$ cat src/hw/dmaarb_pkg.sv
// ****************************************************************
// Shared constants and types of the DMA arbiter.
// ****************************************************************
package dmaarb_pkg;

  // Register port geometry.
  localparam int unsigned ADDR_W = 8;
  localparam int unsigned DATA_W = 32;

  // Register byte offsets.
  localparam logic [7:0] OFS_SETTINGS = 8'h00;
  localparam logic [7:0] OFS_STATUS   = 8'h04;

  // Field positions in the settings register.
  localparam int unsigned EN_BIT      = 31;
  localparam int unsigned MODE_BIT    = 28;
  localparam int unsigned PRIO_R0_LSB = 0;
  localparam int unsigned PRIO_R1_LSB = 4;
  localparam int unsigned PRIO_W0_LSB = 8;
  localparam int unsigned PRIO_W1_LSB = 12;
  localparam int unsigned PRIO_W      = 2;

  // Field positions in the status register.
  localparam int unsigned STAT_GNT_LSB = 0;
  localparam int unsigned STAT_REF_BIT = 8;

  // Channel indices; index i also selects priority field i.
  localparam int unsigned NCHAN  = 4;
  localparam int unsigned CH_R0  = 0;
  localparam int unsigned CH_R1  = 1;
  localparam int unsigned CH_W0  = 2;
  localparam int unsigned CH_W1  = 3;

  // Only the first read and first write channel are built.
  localparam logic [3:0] CHAN_PRESENT = 4'h5;

  // Reset values.
  localparam logic       RST_EN   = 1'h0;
  localparam logic       RST_MODE = 1'h0;
  localparam logic [1:0] RST_PRIO = 2'h0;
  localparam logic [1:0] RST_LAST = 2'h3;

  // Arbitration modes.
  localparam logic MODE_RR  = 1'h0;
  localparam logic MODE_FIX = 1'h1;

  // One register port request.
  typedef struct packed {
    logic [ADDR_W-1:0] addr;
    logic [DATA_W-1:0] wdata;
    logic              wr;
    logic              rd;
  } dmaarb_bus_t;

  // Settings held by the arbiter.
  typedef struct packed {
    logic       en;
    logic       mode;
    logic [3:0][1:0] prio;
  } dmaarb_set_t;

  // Grant controller states.
  typedef enum logic {ST_IDLE, ST_OWNED} dmaarb_state_t;

  // Bit position of priority field i in the settings word.
  function automatic int unsigned prio_lsb(input int unsigned i);
    case (i)
      CH_R0:   prio_lsb = PRIO_R0_LSB;
      CH_R1:   prio_lsb = PRIO_R1_LSB;
      CH_W0:   prio_lsb = PRIO_W0_LSB;
      default: prio_lsb = PRIO_W1_LSB;
    endcase
  endfunction : prio_lsb

endpackage : dmaarb_pkg

$ cat src/hw/dmaarb_fix_pick.sv
`timescale 1ns/1ns
`default_nettype none

// ****************************************************************
// Fixed-priority picker: the requester with the smallest field wins.
// ****************************************************************
module dmaarb_fix_pick #(
  parameter int unsigned N = 4
) (
  // Requests and their programmed ranks.
  input  wire logic [N-1:0]      req,
  input  wire logic [N-1:0][1:0] prio,
  // Result.
  output logic                   found,
  output logic [$clog2(N)-1:0]   win
);

  // Ranks are unique while enabled; a tie would fall to the lower index.
  always_comb begin
    logic [1:0] best;
    best  = 2'h3;
    found = 1'b0;
    win   = '0;
    for (int i = 0; i < N; i++) begin
      if (req[i] && (!found || prio[i] < best)) begin
        found = 1'b1;
        best  = prio[i];
        win   = i[$clog2(N)-1:0];
      end
    end
  end

endmodule : dmaarb_fix_pick
`default_nettype wire

$ cat src/hw/dmaarb_rr_pick.sv
`timescale 1ns/1ns
`default_nettype none

// ****************************************************************
// Round-robin picker: searches from the channel after the last winner.
// ****************************************************************
module dmaarb_rr_pick #(
  parameter int unsigned N = 4
) (
  // Requests and history.
  input  wire logic [N-1:0]         req,
  input  wire logic [$clog2(N)-1:0] last,
  // Result.
  output logic                      found,
  output logic [$clog2(N)-1:0]      win
);

  // The last winner is tried last, so it sits at lowest precedence.
  always_comb begin
    logic [$clog2(N)-1:0] idx;
    idx   = '0;
    found = 1'b0;
    win   = '0;
    for (int k = 1; k <= N; k++) begin
      idx = last + k[$clog2(N)-1:0];
      if (!found && req[idx]) begin
        found = 1'b1;
        win   = idx;
      end
    end
  end

endmodule : dmaarb_rr_pick
`default_nettype wire

$ cat src/hw/dmaarb_top.sv
`timescale 1ns/1ns
`default_nettype none

// ****************************************************************
// DMA access arbiter of the USB core AHB bridge.
// ****************************************************************
module dmaarb_top (
  // Clock and reset.
  input  wire logic                            core_clk,
  input  wire logic                            sys_rst,
  // Register port.
  input  wire dmaarb_pkg::dmaarb_bus_t         reg_bus,
  output logic [dmaarb_pkg::DATA_W-1:0]        reg_rdata,
  // DMA channel requests, held until the channel's transfer is done.
  input  wire logic [dmaarb_pkg::NCHAN-1:0]    chan_req,
  // One-hot AHB ownership grant.
  output logic [dmaarb_pkg::NCHAN-1:0]         chan_gnt
);

  // ****************************************************************
  // Register state.
  // ****************************************************************

  dmaarb_pkg::dmaarb_set_t     set_q;        // Settings register contents.
  dmaarb_pkg::dmaarb_set_t     set_d;        // Settings after this cycle.
  logic                        refused_q;    // Last settings write asked for enable and was refused.
  logic                        refused_d;    // Next value of the refusal flag.
  logic [dmaarb_pkg::DATA_W-1:0] rdata_q;    // Registered read data.
  logic [dmaarb_pkg::DATA_W-1:0] rdata_d;    // Read data for next cycle.

  // ****************************************************************
  // Arbitration state.
  // ****************************************************************

  dmaarb_pkg::dmaarb_state_t   state_q;      // Grant controller state.
  dmaarb_pkg::dmaarb_state_t   state_d;      // Its next value.
  logic [dmaarb_pkg::NCHAN-1:0] gnt_q;       // Current grant, one-hot.
  logic [dmaarb_pkg::NCHAN-1:0] gnt_d;       // Next grant.
  logic [1:0]                  owner_q;      // Index of the current owner.
  logic [1:0]                  owner_d;      // Its next value.
  logic [1:0]                  last_q;       // Most recently finished winner.
  logic [1:0]                  last_d;       // Its next value.

  // ****************************************************************
  // Register decode.
  // ****************************************************************

  wire logic                   hit_set;      // Access to the settings word.
  wire logic                   hit_stat;     // Access to the status word.
  wire logic                   wr_set;       // Write to the settings word.
  wire logic [3:0][1:0]        wr_prio;      // Priorities carried by a write.
  wire logic [3:0][1:0]        cand_prio;    // Priorities standing after a write.
  wire logic                   cand_mode;    // Mode standing after a write.
  wire logic                   dup;          // Two candidate fields are equal.
  wire logic                   want_en;      // Write asks for enable.
  wire logic [dmaarb_pkg::DATA_W-1:0] set_word;  // Settings as read.
  wire logic [dmaarb_pkg::DATA_W-1:0] stat_word; // Status as read.

  assign hit_set  = (reg_bus.addr == dmaarb_pkg::OFS_SETTINGS);
  assign hit_stat = (reg_bus.addr == dmaarb_pkg::OFS_STATUS);
  assign wr_set   = reg_bus.wr && hit_set;
  assign want_en  = reg_bus.wdata[dmaarb_pkg::EN_BIT];

  // Field slicing repeats per channel, so it is a generate loop.
  // Absent channels keep a real field: it is stored and checked, never used to grant.
  for (genvar i = 0; i < dmaarb_pkg::NCHAN; i++) begin : g_field
    localparam int unsigned LSB = dmaarb_pkg::prio_lsb(i);
    assign wr_prio[i]   = reg_bus.wdata[LSB +: dmaarb_pkg::PRIO_W];
    // While enabled the fields are frozen, so the check uses the stored ones.
    assign cand_prio[i] = set_q.en ? set_q.prio[i] : wr_prio[i];
  end

  assign cand_mode = set_q.en ? set_q.mode : reg_bus.wdata[dmaarb_pkg::MODE_BIT];

  // Any pair of equal fields blocks enabling, whatever the mode.
  assign dup = (cand_prio[0] == cand_prio[1]) || (cand_prio[0] == cand_prio[2]) ||
               (cand_prio[0] == cand_prio[3]) || (cand_prio[1] == cand_prio[2]) ||
               (cand_prio[1] == cand_prio[3]) || (cand_prio[2] == cand_prio[3]);

  // Read views; undefined bits read as zero.
  // Bits 27-14 are one blank run, so no further pad stands before write one.
  assign set_word = {set_q.en, 2'h0, set_q.mode, 14'h0000,
                     set_q.prio[dmaarb_pkg::CH_W1], 2'h0, set_q.prio[dmaarb_pkg::CH_W0],
                     2'h0, set_q.prio[dmaarb_pkg::CH_R1], 2'h0, set_q.prio[dmaarb_pkg::CH_R0]};
  assign stat_word = {23'h000000, refused_q, 4'h0, gnt_q};

  // ****************************************************************
  // Next settings: mode and ranks move only while disabled.
  // ****************************************************************

  always_comb begin
    set_d     = set_q;
    refused_d = refused_q;
    if (wr_set) begin
      set_d.mode = cand_mode;
      set_d.prio = cand_prio;
      // A request for enable with clashing ranks leaves the arbiter off.
      set_d.en   = want_en && !dup;
      refused_d  = want_en && dup;
    end
  end

  // Read data: unmapped addresses and idle cycles answer zero.
  assign rdata_d = !reg_bus.rd ? '0 :
                   hit_set      ? set_word :
                   hit_stat     ? stat_word : '0;

  // Settings, refusal flag and read data register.
  always_ff @(posedge core_clk or posedge sys_rst) begin
    if (sys_rst) begin
      set_q.en   <= dmaarb_pkg::RST_EN;
      set_q.mode <= dmaarb_pkg::RST_MODE;
      set_q.prio <= {dmaarb_pkg::NCHAN{dmaarb_pkg::RST_PRIO}};
      refused_q  <= 1'b0;
      rdata_q    <= '0;
    end else begin
      set_q      <= set_d;
      refused_q  <= refused_d;
      rdata_q    <= rdata_d;
    end
  end

  // ****************************************************************
  // Winner selection.
  // ****************************************************************

  wire logic [3:0] req_live;   // Requests of built channels only.
  wire logic       rr_found;   // Round-robin picker saw a request.
  wire logic [1:0] rr_win;     // Round-robin winner.
  wire logic       fx_found;   // Fixed picker saw a request.
  wire logic [1:0] fx_win;     // Fixed winner.
  wire logic       any_found;  // Some built channel is requesting.
  wire logic [1:0] win;        // Winner for the current mode.

  // Unbuilt channels are masked so a stray input can never win.
  assign req_live = chan_req & dmaarb_pkg::CHAN_PRESENT;

  dmaarb_rr_pick #(
    .N     (dmaarb_pkg::NCHAN)
  ) u_rr (
    .req   (req_live),
    .last  (last_q),
    .found (rr_found),
    .win   (rr_win)
  );

  dmaarb_fix_pick #(
    .N     (dmaarb_pkg::NCHAN)
  ) u_fix (
    .req   (req_live),
    .prio  (set_q.prio),
    .found (fx_found),
    .win   (fx_win)
  );

  // The mode bit picks the policy; round-robin never looks at ranks.
  assign any_found = (set_q.mode == dmaarb_pkg::MODE_FIX) ? fx_found : rr_found;
  assign win       = (set_q.mode == dmaarb_pkg::MODE_FIX) ? fx_win : rr_win;

  // ****************************************************************
  // Grant controller.
  // ****************************************************************

  // A grant lasts while its channel keeps requesting and the arbiter stays enabled; either drop ends it.
  always_comb begin
    state_d = state_q;
    gnt_d   = gnt_q;
    owner_d = owner_q;
    last_d  = last_q;
    case (state_q)
      dmaarb_pkg::ST_IDLE: begin
        gnt_d = '0;
        if (set_q.en && any_found) begin
          state_d = dmaarb_pkg::ST_OWNED;
          owner_d = win;
          gnt_d   = 4'h1 << win;
        end
      end
      dmaarb_pkg::ST_OWNED: begin
        // Disabling withdraws the bus at once, even mid-transfer.
        if (!set_q.en || !req_live[owner_q]) begin
          state_d = dmaarb_pkg::ST_IDLE;
          gnt_d   = '0;
          last_d  = owner_q;
        end
      end
      default: begin
        state_d = dmaarb_pkg::ST_IDLE;
        gnt_d   = '0;
      end
    endcase
  end

  // Arbitration registers.
  always_ff @(posedge core_clk or posedge sys_rst) begin
    if (sys_rst) begin
      state_q <= dmaarb_pkg::ST_IDLE;
      gnt_q   <= '0;
      owner_q <= 2'h0;
      last_q  <= dmaarb_pkg::RST_LAST;
    end else begin
      state_q <= state_d;
      gnt_q   <= gnt_d;
      owner_q <= owner_d;
      last_q  <= last_d;
    end
  end

  // Outputs come straight from flip-flops.
  assign chan_gnt  = gnt_q;
  assign reg_rdata = rdata_q;

  // ****************************************************************
  // Checks.
  // ****************************************************************

  // A disabled arbiter holds no grant one cycle on.
  a_no_grant_off: assert property (
    @(posedge core_clk) disable iff (sys_rst)
    !set_q.en |=> (gnt_q == '0))
    else $error("grant present while arbiter disabled");

  // Never two owners.
  a_grant_onehot: assert property (
    @(posedge core_clk) disable iff (sys_rst)
    $onehot0(gnt_q))
    else $error("more than one channel granted");

  // Writes while enabled leave mode and ranks alone.
  a_lock_fields: assert property (
    @(posedge core_clk) disable iff (sys_rst)
    (wr_set && set_q.en) |=> ($stable(set_q.mode) && $stable(set_q.prio)))
    else $error("locked field changed while enabled");

  // Clashing ranks refuse the enable.
  a_refuse_dup: assert property (
    @(posedge core_clk) disable iff (sys_rst)
    (wr_set && !set_q.en && want_en && dup) |=> (!set_q.en && refused_q))
    else $error("enable accepted with equal priorities");

  // Unbuilt channels never own the bus.
  a_absent_idle: assert property (
    @(posedge core_clk) disable iff (sys_rst)
    (gnt_q[dmaarb_pkg::CH_R1] == 1'b0) && (gnt_q[dmaarb_pkg::CH_W1] == 1'b0))
    else $error("absent channel granted");

  // Fixed mode gives the bus to read 0 when both ask and read 0 has the better rank.
  a_fixed_rank: assert property (
    @(posedge core_clk) disable iff (sys_rst)
    (state_q == dmaarb_pkg::ST_IDLE && set_q.en && set_q.mode == dmaarb_pkg::MODE_FIX &&
     req_live[dmaarb_pkg::CH_R0] && req_live[dmaarb_pkg::CH_W0] &&
     set_q.prio[dmaarb_pkg::CH_R0] < set_q.prio[dmaarb_pkg::CH_W0])
    |=> gnt_q[dmaarb_pkg::CH_R0])
    else $error("fixed priority picked the lower rank");

  // Round-robin hands over to read 0 when it asks after a finished grant of write 0.
  a_rr_rotate: assert property (
    @(posedge core_clk) disable iff (sys_rst)
    (state_q == dmaarb_pkg::ST_IDLE && set_q.en && set_q.mode == dmaarb_pkg::MODE_RR &&
     last_q == 2'(dmaarb_pkg::CH_W0) && req_live[dmaarb_pkg::CH_R0])
    |=> gnt_q[dmaarb_pkg::CH_R0])
    else $error("round robin regranted the last winner");

  // An enabled idle arbiter grants a request on the next edge.
  a_grant_soon: assert property (
    @(posedge core_clk) disable iff (sys_rst)
    (state_q == dmaarb_pkg::ST_IDLE && set_q.en && req_live != '0) |=> (gnt_q != '0))
    else $error("enabled request not granted");

  // Settings read back in the cycle after the read strobe.
  a_read_back: assert property (
    @(posedge core_clk) disable iff (sys_rst)
    (reg_bus.rd && hit_set) |=> (reg_rdata == $past(set_word)))
    else $error("settings read data wrong");

endmodule : dmaarb_top
`default_nettype wire
$ cat config.mk
export PLATFORM = sky130hd
export DESIGN_NAME = dmaarb_top
export DESIGN_NICKNAME = d
export VERILOG_FILES = /design/src/hw/dmaarb_pkg.sv /design/src/hw/dmaarb_fix_pick.sv /design/src/hw/dmaarb_rr_pick.sv /design/src/hw/dmaarb_top.sv
export SDC_FILE = /design/constraint.sdc
export NUM_CORES = 1
export LEC_CHECK = 0
export BUFFER_PORTS_ARGS = -buffer_cell sky130_fd_sc_hd__buf_4
export CORE_AREA = 2 2 62 64
export CTS_CLUSTER_DIAMETER = 100
export DETAILED_ROUTE_END_ITERATION = 10
export DIE_AREA = 0 0 64 66
export PLACE_DENSITY = 0.83
export SLEW_MARGIN = 30
export SYNTH_ARGS = -nofsm -noshare
export SYNTH_HDL_FRONTEND = slang
export SYNTH_SLANG_ARGS = --single-unit
export TNS_END_PERCENT = 1
$ cat constraint.sdc
create_clock -name core_clk -period 4 [get_ports core_clk]
set_input_delay 0.4 -clock core_clk [delete_from_list [all_inputs] [get_ports core_clk]]
set_output_delay 0.4 -clock core_clk [all_outputs]
set_load 0.01 [all_outputs]
== After elaboration in Yosys (flattened, before gate mapping) ==
Index checks and enable logic that the tools add are counted.
Widths: inputs -> output; s select.

* Register bits: 52
* Input bits: 48
* Output and inout bits: 36
* Word-level logic and storage cells: 95

* $add $sub $neg: 3
* Order comparisons: 6
* Equality and inequality tests: 8
* Shifts and indexed selects: 1
* Muxes and demuxes: 37
* Bitwise gates (word level): 2
* Reduce and logical (&&, ||, !) cells: 26

{| class="wikitable"
|+ Operators by type and width
! operator !! count
|-
| $mux 32 || 2
|-
| $mux 2 || 11
|-
| $lt 2x3->1 const B || 5
|-
| $mux 1 || 14
|-
| $eq 2x2->1 || 6
|-
| $bmux 1 s2 || 5
|-
| $mux 9 || 1
|-
| $eq 8x3->1 const B || 1
|-
| $logic_and 1x1->1 || 8
|-
| $logic_not 8->1 || 1
|-
| $mux 4 || 2
|-
| $pmux 4 s2 || 1
|-
| $logic_not 1->1 || 7
|-
| $logic_or 1x1->1 || 7
|-
| $reduce_and 2->1 || 3
|-
| $add 2x2->2 const B || 2
|-
| $shl 1x2->4 const A || 1
|-
| $add 2x1->2 const B || 1
|-
| $lt 2x2->1 || 1
|-
| $ne 2x1->1 const B || 1
|-
| $not 1->1 || 2
|-
| $pmux 1 s2 || 1
|}

== Longest topological paths before layout ==
Gate-level depths: netlist of run 1.

* Word-level depth: 17
* Gate-level depth with buffers: 7
* Depth with buffers taken out: 7

== Hierarchy ==
Synthesis of run 1 repeated with hierarchy kept, for this count alone.

* Cells, all modules: 203
* Area, all modules: 2100.8 um^2

{| class="wikitable"
|+ By module, submodules not included
! module !! times used !! cells each !! area each (um^2) !! seq. area each (um^2)
|-
| dmaarb_top || 1 || 158 || 1796.7 || 803.3
|-
| dmaarb_fix_pick || 1 || 31 || 212.7 || 0.0
|-
| dmaarb_rr_pick || 1 || 14 || 91.3 || 0.0
|}

== Worst setup path before layout of run 1 ==
Ideal clock, no wire load.

* Kind: reg-to-reg
* Start: reg set_q[9] (netlist bit)
* End: reg refused_q
* Arrival time: 1.424 ns
* Data required time: 3.879 ns
* Setup slack: 2.455 ns
* Stages on the path, launching flop included: 8
* Path buffers: 2
* Cell sequence: dfrtp_1 buf_6 buf_8 mux2i_4 xnor2_1 a22oi_2 nand4_2 a22o_1

* Word-level cells in the longest chain between the ends: 8
* Elaborated cells between the ends (all ways): 16

{| class="wikitable"
|+ Ends and longest elaborated chain
! item !! line !! text
|-
| start: declaration || dmaarb_top.sv:24 || <nowiki>dmaarb_pkg::dmaarb_set_t set_q;</nowiki>
|-
| start signal: assignment || dmaarb_top.sv:117 || <nowiki>set_q <= set_d;</nowiki>
|-
| $mux 2 || dmaarb_top.sv:70 || <nowiki>assign cand_prio[i] = set_q.en ? set_q.prio[i] : wr_prio[i];</nowiki>
|-
| $eq 2x2->1 || dmaarb_top.sv:76 || <nowiki>assign dup = (cand_prio[0] == cand_prio[1]) || (cand_prio[0] == cand_prio[2]) ||</nowiki>
|-
| $logic_or 1x1->1 (2 in a row) || dmaarb_top.sv:76 ||
|-
| $logic_or 1x1->1 (2 in a row) || dmaarb_top.sv:77 || <nowiki>(cand_prio[0] == cand_prio[3]) || (cand_prio[1] == cand_prio[2]) ||</nowiki>
|-
| $logic_or 1x1->1 * || dmaarb_top.sv:78 || <nowiki>(cand_prio[1] == cand_prio[3]) || (cand_prio[2] == cand_prio[3]);</nowiki>
|-
| $logic_and 1x1->1 * || dmaarb_top.sv:99 || <nowiki>refused_d = want_en && dup;</nowiki>
|-
| end signal: assignment || dmaarb_top.sv:118 || <nowiki>refused_q <= refused_d;</nowiki>
|-
| end: declaration || dmaarb_top.sv:26 || <nowiki>logic refused_q;</nowiki>
|}

Mark *: on every way between the ends. The rest lies on a longest branch, timed or not.
A chain may end at the register's enable or synchronous reset.

== Final worst setup path of run 1 ==
Ends and elaborated chain as after synthesis.

==> metrics.cfg, run 1 <==
[routing]
avgViaCountPerCell=4.66
drc=0
wl_microns=2860
wl_per_cell_microns=11.6
first_pass_iters=2
drtIter0Drc=50
vias=1147
ant_nets=0

[cells_and_area]
final_nets=246
final_common_cell=buf_4
drive_above_1_share_pct=29.3
syn2layout_area_growth_pct=16.9
antenna_cells=0
fillers=319
final_cell_mix=39 x buf_4, 30 x dfrtp_1, 20 x conb_1

[setup_path]
r2r_setup_slack_ns=1.84
crit_start=set_q[9]
crit_type=flip-flop to flip-flop
crit_fanout=17
crit_path_end=refused_q
worstPathArrival_ns=2.39
worstPathRequired_ns=4.23
r2r-end=refused_q
reg2regPathDepth=5
worst_setup_path_end_kind=flip-flop
rr_startpoint=set_q[9]
crit_path_start_kind=flip-flop

[place]
dpl.hpwl_microns=2140
place_ws_ns=1.54
io_buffers=39
gp_congestion=0.790

[power]
clock_power_share_pct=29.3
vdd_drop_max_mv=0.0883
p_comb_share_pct=14.4
power_leakage_nw=0.984
p_seq_share_pct=56.4
power.switching_mw=0.157
power-per-cell-area_nw_per_um2=296
switching_share_pct=26.8
internal_power_mw=0.430

[synth]
netlist_area_sq_um=1700
ys.flop_type=dfrtp_1
synth.yosys.seq_area_share_pct=45.8
async_reset_ff_share_pct=100
synth.avg_cell_area_sq_um=10.8
synth.yosys.warnings=0
netlist_instances=157
synth_seq_cells=31
synthDistinctLibCells=38
synth_edf_count=0

[floorplanning]
dieHeight_microns=66
dieArea_sq_um=4220
row_count=22
dieWidth_microns=64
coreArea_sq_um=3550
pin_count=84
start_util_pct=47.7

[clock_network]
clk_latency_ns=0.34
numCtsBuffers=5
cts_resized=0
clockBufferDepth=2
cts_hold_buf=0
clk_pin_slew_ns=0.09
cts_max_level=2
post_cts_buffers=0
cts_root_buffer=clkbuf_4
tritoncts=built
clkSinkCount=31

[global_routing]
grt_first_pass_wirelength_microns=4820
grt_pass1_vias=1076
grt_overflow_total=0
grt_use_total_pct=15.6
antenna_found_initial=0
grt_max_degree=32

[timing]
worst_slack_ns=1.84
post-route-period-util_pct=53.9
finalHoldViolCount=0
rsz0062_at_grt=no
tightestPinTransition_ns=0.857
period_minus_slack_ns=2.16
clock_skew_ns=0.00750
max-slew-margin-rel_pct=42.9
setup_tns_ns=0
setup_violations=0
drv_slew=0
fmax_ghz=0.464

[outcome]
status=complete, no violations

[min_path]
hold_class=input pin to asynchronous set/reset pin

[job]
cap_violations=0

[how the worst min path moves through the flow]
stage,endpoint,slack [ns],cells after the start,start
global route,chan_gnt[2],0.17,2,sys_rst
global placement,owner_q[0],0.49,1,owner_q[0]
finish,set_q[6],0.14,2,sys_rst
floorplan,refused_q,0.47,1,refused_q
CTS,set_q[0],0.15,2,sys_rst
detailed placement,owner_q[0],0.49,1,owner_q[0]
[kinds of logic (layout without fill, tap and decap cells)]
| family | count (synthesis) | count (layout) | synth area share, % |
|---|---|---|---|
| AND/OR/NAND/NOR | 48 | 48 | 15.1 |
| flip-flops | 31 | 31 | 45.8 |
| buffers and inverters | 28 | 50 | 11.7 |
| AO/OA/AOI/OAI | 19 | 19 | 7.60 |
| XOR/XNOR | 15 | 15 | 7.75 |
| multiplexers | 14 | 14 | 11.1 |
| adder cells (fa/ha/maj) | 1 | 1 | 0.738 |
| other | 1 | 20 | 0.221 |
[routing by layer]
layer	track usage, %	up-vias	wire length, microns
li1	-	565	-
met1	17.6	531	1170
met2	25.7	44	1410
met3	4.94	7	204
met4	9.78	0	76
met5	0	-	0
[critical path: stages, from the launching register on]
cell and delay, ns:
dfrtp_1 0.91, mux2i_4 0.43, xnor2_1 0.14, a22oi_2 0.20, nand4_2 0.14, a22o_1 0.22
[cells in the mapped netlist (2+ instances only)]
| cell | count | area (sq um) |
|---|---|---|
| nor3_1 | 2 | 10.0 |
| mux2i_4 | 3 | 67.6 |
| buf_4 | 20 | 150 |
| mux2i_2 | 2 | 27.5 |
| a22oi_2 | 2 | 25.0 |
| o21ai_1 | 4 | 20.0 |
| o21ai_0 | 6 | 30.0 |
| xor2_1 | 3 | 26.3 |
| mux2i_1 | 7 | 70.1 |
| dfrtp_1 | 30 | 751 |
| nand3_1 | 2 | 10.0 |
| and3_1 | 5 | 31.3 |
| nand2_1 | 16 | 60.1 |
| clkbuf_1 | 3 | 11.3 |
| xnor2_1 | 12 | 105 |
| nor2b_1 | 2 | 12.5 |
| and2_1 | 8 | 50.1 |
| nor2_1 | 6 | 22.5 |
| nand2b_1 | 3 | 18.8 |
| inv_1 | 3 | 11.3 |
[per-stage QoR]
step                instance area (sq um)  instances  hold WS [ns]  utilization (%)  total power, mW
finish                               1980        246         0.137             55.8            0.587
global route                         1980        246         0.173             55.8            0.623
CTS                                  1980        246         0.150             55.8            0.592
detailed placement                   1930        238         0.492             54.4            0.421
global placement                     1930        238         0.490             54.4            0.419
floorplan                            1770        176         0.473                -            0.407
[power by group through the flow]
stage,clock (mW),combinational (mW),sequential [mW]
floorplan,0,0.0733,0.333
global placement,0,0.0827,0.336
detailed placement,0,0.0844,0.337
CTS,0.177,0.0851,0.331
global route,0.197,0.0936,0.332
finish,0.172,0.0843,0.331
[final cells by class]
type | instances | area [sq um] | share of cell area, %
clock buffer | 7 | 45.0 | 2.27
clock inverter | 1 | 5.00 | 0.253
inverter | 3 | 11.3 | 0.568
multi-input combinational | 117 | 791 | 39.9
sequential | 31 | 777 | 39.2
tap | 48 | 60.1 | 3.03
timing repair buffer | 39 | 293 | 14.8
[sequential cells by signal, summed over array words and instances (netlist names)]
| register | count |
|---|---|
| reg_rdata | 12 |
| last_q | 1 |
| owner_q | 2 |
| state_q | 1 |
| refused_q | 1 |
| set_q | 10 |
| chan_gnt | 4 |
Power figures use the tool's default switching activity.
==> run 2: changes to the inputs <==
--- a/config.mk
+++ b/config.mk
@@ -6,11 +6,11 @@
 export NUM_CORES = 1
 export LEC_CHECK = 0
 export BUFFER_PORTS_ARGS = -buffer_cell sky130_fd_sc_hd__buf_4
-export CORE_AREA = 2 2 62 64
+export CORE_AREA = 2 2 65 67
 export CTS_CLUSTER_DIAMETER = 100
 export DETAILED_ROUTE_END_ITERATION = 10
-export DIE_AREA = 0 0 64 66
-export PLACE_DENSITY = 0.83
+export DIE_AREA = 0 0 67 69
+export PLACE_DENSITY = 0.76
 export SLEW_MARGIN = 30
 export SYNTH_ARGS = -nofsm -noshare
 export SYNTH_HDL_FRONTEND = slang
==> constraint.sdc (replaced) <==
create_clock -name core_clk -period 2 [get_ports core_clk]
set_input_delay 0.2 -clock core_clk [delete_from_list [all_inputs] [get_ports core_clk]]
set_output_delay 0.2 -clock core_clk [all_outputs]
set_load 0.01 [all_outputs]
==> metrics.cfg, run 2 (synthesis results as in run 1) <==
[routing]
wl_per_cell_microns=12.0
drtIter0Drc=70
first_pass_iters=4
wl_microns=3020
ant_nets=0
vias=1189
drc=0
avgViaCountPerCell=4.70

[clock_network]
cts_root_buffer=clkbuf_8
clockBufferDepth=2
clk_latency_ns=0.29
tritoncts=built
numCtsBuffers=5
clkSinkCount=31
clk_pin_slew_ns=0.06
cts_max_level=2
post_cts_buffers=0

[cells_and_area]
antenna_cells=0
multi_input_area_sq_um=791
final_common_cell=buf_4
drive_above_1_share_pct=31.0
final_nets=251
seq_area_sq_um=777
fillers=358
largest_reg_flops=12
syn2layout_area_growth_pct=24.1
final_cell_mix=42 x buf_4, 30 x dfrtp_1, 20 x conb_1

[power]
power_leakage_nw=1.04
vdd_drop_max_mv=0.236
power-per-cell-area_nw_per_um2=701

[timing]
period_minus_slack_ns=1.74
fmax_ghz=0.576
setup_violations=0
whs_ns=0.154
rsz0062_at_grt=no
setup_tns_ns=0
drv_slew=0
clock_skew_ns=0.00414
finalHoldViolCount=0
post-route-period-util_pct=86.9

[floorplanning]
start_util_pct=43.3
dieHeight_microns=69
dieWidth_microns=67
dieArea_sq_um=4620
row_count=23
pin_count=84
coreArea_sq_um=3910

[global_routing]
grt_overflow_total=0
grt_pass1_vias=1217
grt_max_degree=32
grt_use_total_pct=15.3
antenna_found_initial=0
grt_first_pass_wirelength_microns=5200

[setup_path]
worst_setup_path_end_kind=flip-flop
cp_num_buf_inv=1
crit_path_start_kind=flip-flop
cp_top_family=compound AO/OA/AOI/OAI gates
max_stage_delay_ns=0.39
crit_type=flip-flop to flip-flop
crit_fanout=13
slowest_stage=dfrtp_1
worstPathRequired_ns=2.18
worstPathArrival_ns=1.92
crit_chain=buf_12 > mux2i_1 > xnor2_1 > a22oi_2 > nand4_2 > a22o_1

[place]
dpl.hpwl_microns=2290
io_buffers=39
gp_congestion=0.820

[outcome]
status=complete, no violations

[min_path]
hold_class=input pin to flip-flop

[job]
cap_violations=0

run 2: metal layers:
layer | routed length [microns] | GRT usage (%) | up-vias | part of all wire [%]
met5 | 0 | 0 | - | 0
met4 | 89 | 8.84 | 0 | 2.9
met3 | 242 | 5.55 | 8 | 8.0
met2 | 1550 | 25.5 | 43 | 51
met1 | 1140 | 16.1 | 564 | 38
li1 | - | - | 574 | -
run 2: final timing paths:
| kind | from | endpoint | slack, ns | cells past startpoint |
|---|---|---|---|---|
| max in group asynchronous | sys_rst | last_q[1] | 1.14 | 4 |
| min in group asynchronous | sys_rst | reg_rdata[13] | 0.55 | 4 |
| setup reg to reg | set_q[9] | refused_q | 0.26 | 6 |
| hold / removal | reg_bus[30] | set_q[8] | 0.15 | 2 |
| hold reg to reg | owner_q[0] | owner_q[0] | 0.52 | 1 |
| setup / recovery | set_q[9] | refused_q | 0.26 | 6 |
run 2: metrics by stage:
step / utilization [%] / instances / total power, mW / setup slack [ns] / instance area [sq um]
after floorplan: - / 176 / 0.813 / 0.455 / 1770
after global placement: 50.5 / 244 / 0.843 / 0.319 / 1980
after detailed placement: 50.5 / 244 / 0.847 / 0.259 / 1980
after CTS: 53.8 / 253 / 1.50 / 0.230 / 2100
after global routing: 53.8 / 253 / 1.54 / 0.139 / 2100
final: 53.8 / 253 / 1.47 / 0.263 / 2100
run 2: area by class of cell:
class	instances	area share, %
multi-input cells	117	37.6
flip-flops and latches	31	36.9
repair buffers	44	16.4
clock buffers	6	3.92
well taps	50	2.97
clock inverters	2	1.66
inverters	3	0.535
run 2: repair_timing:
item,CTS,global route
endpoints found under the setup margin,0,0
hold buffers,1,0
hold endpoints to repair,30,0
resized for setup,0,0
run 2: where the power goes:
part / leakage (nW) / total [mW] / switching [mW] / internal [mW]
logic: 0.555 / 0.177 / 0.0912 / 0.0854
clock network: 0.0612 / 0.638 / 0.236 / 0.402
registers: 0.427 / 0.660 / 0.0174 / 0.642
total: 1.04 / 1.47 / 0.344 / 1.13
==> run 3: changes to the inputs <==
--- a/config.mk
+++ b/config.mk
@@ -10,7 +10,7 @@
 export CTS_CLUSTER_DIAMETER = 100
 export DETAILED_ROUTE_END_ITERATION = 10
 export DIE_AREA = 0 0 67 69
-export PLACE_DENSITY = 0.76
+export PLACE_DENSITY = 0.83
 export SLEW_MARGIN = 30
 export SYNTH_ARGS = -nofsm -noshare
 export SYNTH_HDL_FRONTEND = slang
==> metrics.cfg, run 3 (synthesis results as in run 1) <==
[outcome]
status=complete, no violations

[routing]
vias=1146
drtIter0Drc=70
wl_per_cell_microns=11.8
avgViaCountPerCell=4.53
first_pass_iters=4
wl_microns=3000
ant_nets=0
drc=0

[cells_and_area]
syn2layout_area_growth_pct=21.4
fillers=368
seq_area_sq_um=777
largest_reg_flops=12
drive_above_1_share_pct=31.0
utilization_pct=52.6
antenna_cells=0
final_cell_mix=43 x buf_4, 30 x dfrtp_1, 20 x conb_1
multi_input_area_sq_um=791
final_nets=251
final_common_cell=buf_4

[timing]
rsz0062_at_grt=no
period_minus_slack_ns=1.70
clock_skew_ns=0.00848
setup_tns_ns=0
fmax_ghz=0.590
worst_slack_ns=0.304
post-route-period-util_pct=84.8
setup_violations=0
finalHoldViolCount=0
drv_slew=0

[setup_path]
cp_top_family=compound AO/OA/AOI/OAI gates
worstPathArrival_ns=1.87
max_stage_delay_ns=0.36
rr_startpoint=set_q[9]
crit_fanout=7
crit_start=set_q[9]
worst_setup_path_end_kind=flip-flop
cp_num_buf_inv=1
crit_chain=buf_4 > mux2i_1 > xnor2_1 > a22oi_2 > nand4_2 > a22o_1
crit_type=flip-flop to flip-flop
worstPathRequired_ns=2.17
crit_path_start_kind=flip-flop
slowest_stage=mux2i_1

[floorplanning]
dieHeight_microns=69
start_util_pct=43.3
dieArea_sq_um=4620
coreArea_sq_um=3910
pin_count=84
row_count=23
dieWidth_microns=67

[min_path]
hold_start=reg_bus[30]
hold_class=input pin to flip-flop

[global_routing]
grt_overflow_total=0
grt_use_total_pct=14.7
grt_first_pass_wirelength_microns=5090
grt_pass1_vias=1093
grt_max_degree=32
antenna_found_initial=0

[place]
gp_congestion=0.805
place_ws_ns=0.322
dpl.hpwl_microns=2250
io_buffers=39

[clock_network]
cts_root_buffer=clkbuf_8
clk_pin_slew_ns=0.06
cts_resized=0
post_cts_buffers=0
clockBufferDepth=2
tritoncts=built
clkSinkCount=31
clk_latency_ns=0.28
numCtsBuffers=5
cts_max_level=2

[job]
cap_violations=0

[power]
power-per-cell-area_nw_per_um2=633
vdd_drop_max_mv=0.269
power_leakage_nw=1.03

[run 3: changes by cell type in the layout (fill, tap and decap cells not counted)]
cell | previous run | this run
clkbuf_8 | 6 | 5
bufinv_16 | 1 | 0
buf_4 | 42 | 43
buf_12 | 1 | 0
clkinv_2 | 1 | 3
[run 3: report_power, final]
group | switching (mW) | internal [mW] | total [mW]
Combinational | 0.0914 | 0.0847 | 0.176
Clock | 0.229 | 0.237 | 0.466
Sequential | 0.0174 | 0.642 | 0.660
[run 3: final cells by class]
type,instances,area share [%]
Clock buffer,5,3.34
Multi-Input combinational cell,117,38.4
Inverter,3,0.547
Clock inverter,3,0.729
Sequential cell,31,37.8
Tap cell,50,3.04
Timing Repair Buffer,44,16.2
[run 3: final timing paths]
kind	endpoint	slack (ns)	cells past startpoint
max	refused_q	0.30	6
min	set_q[8]	0.16	2
max reg2reg	refused_q	0.30	6
min reg2reg	owner_q[0]	0.51	1
max in group asynchronous	last_q[1]	1.14	4
min in group asynchronous	reg_rdata[12]	0.55	4
[run 3: per-stage QoR]
| stage | instances | power (mW) | instance area, sq um | hold slack [ns] |
|---|---|---|---|---|
| finish | 253 | 1.30 | 2060 | 0.159 |
| global route | 253 | 1.37 | 2060 | 0.166 |
| CTS | 253 | 1.32 | 2060 | 0.154 |
| detailed placement | 244 | 0.846 | 1960 | 0.310 |
| global placement | 244 | 0.841 | 1960 | 0.304 |
| floorplan | 176 | 0.813 | 1770 | 0.303 |
[run 3: layer usage]
metal / wire (microns) / GRT usage (%) / vias to the layer above
met5: 0 / 0 / -
met4: 69 / 7.48 / 0
met3: 188 / 4.57 / 7
met2: 1520 / 23.0 / 43
met1: 1220 / 17.8 / 525
li1: - / - / 571
[run 3: timing repair]
action	CTS	global route
hold buffers	1	0
hold endpoints to repair	12	0
endpoints found under the setup margin	0	0
[run 3: worst register-to-register path, stage by stage, from the launching register on]
cell and delay, ns:
dfrtp_1 0.35, buf_4 0.18, mux2i_1 0.36, xnor2_1 0.16, a22oi_2 0.20, nand4_2 0.12
a22o_1 0.22
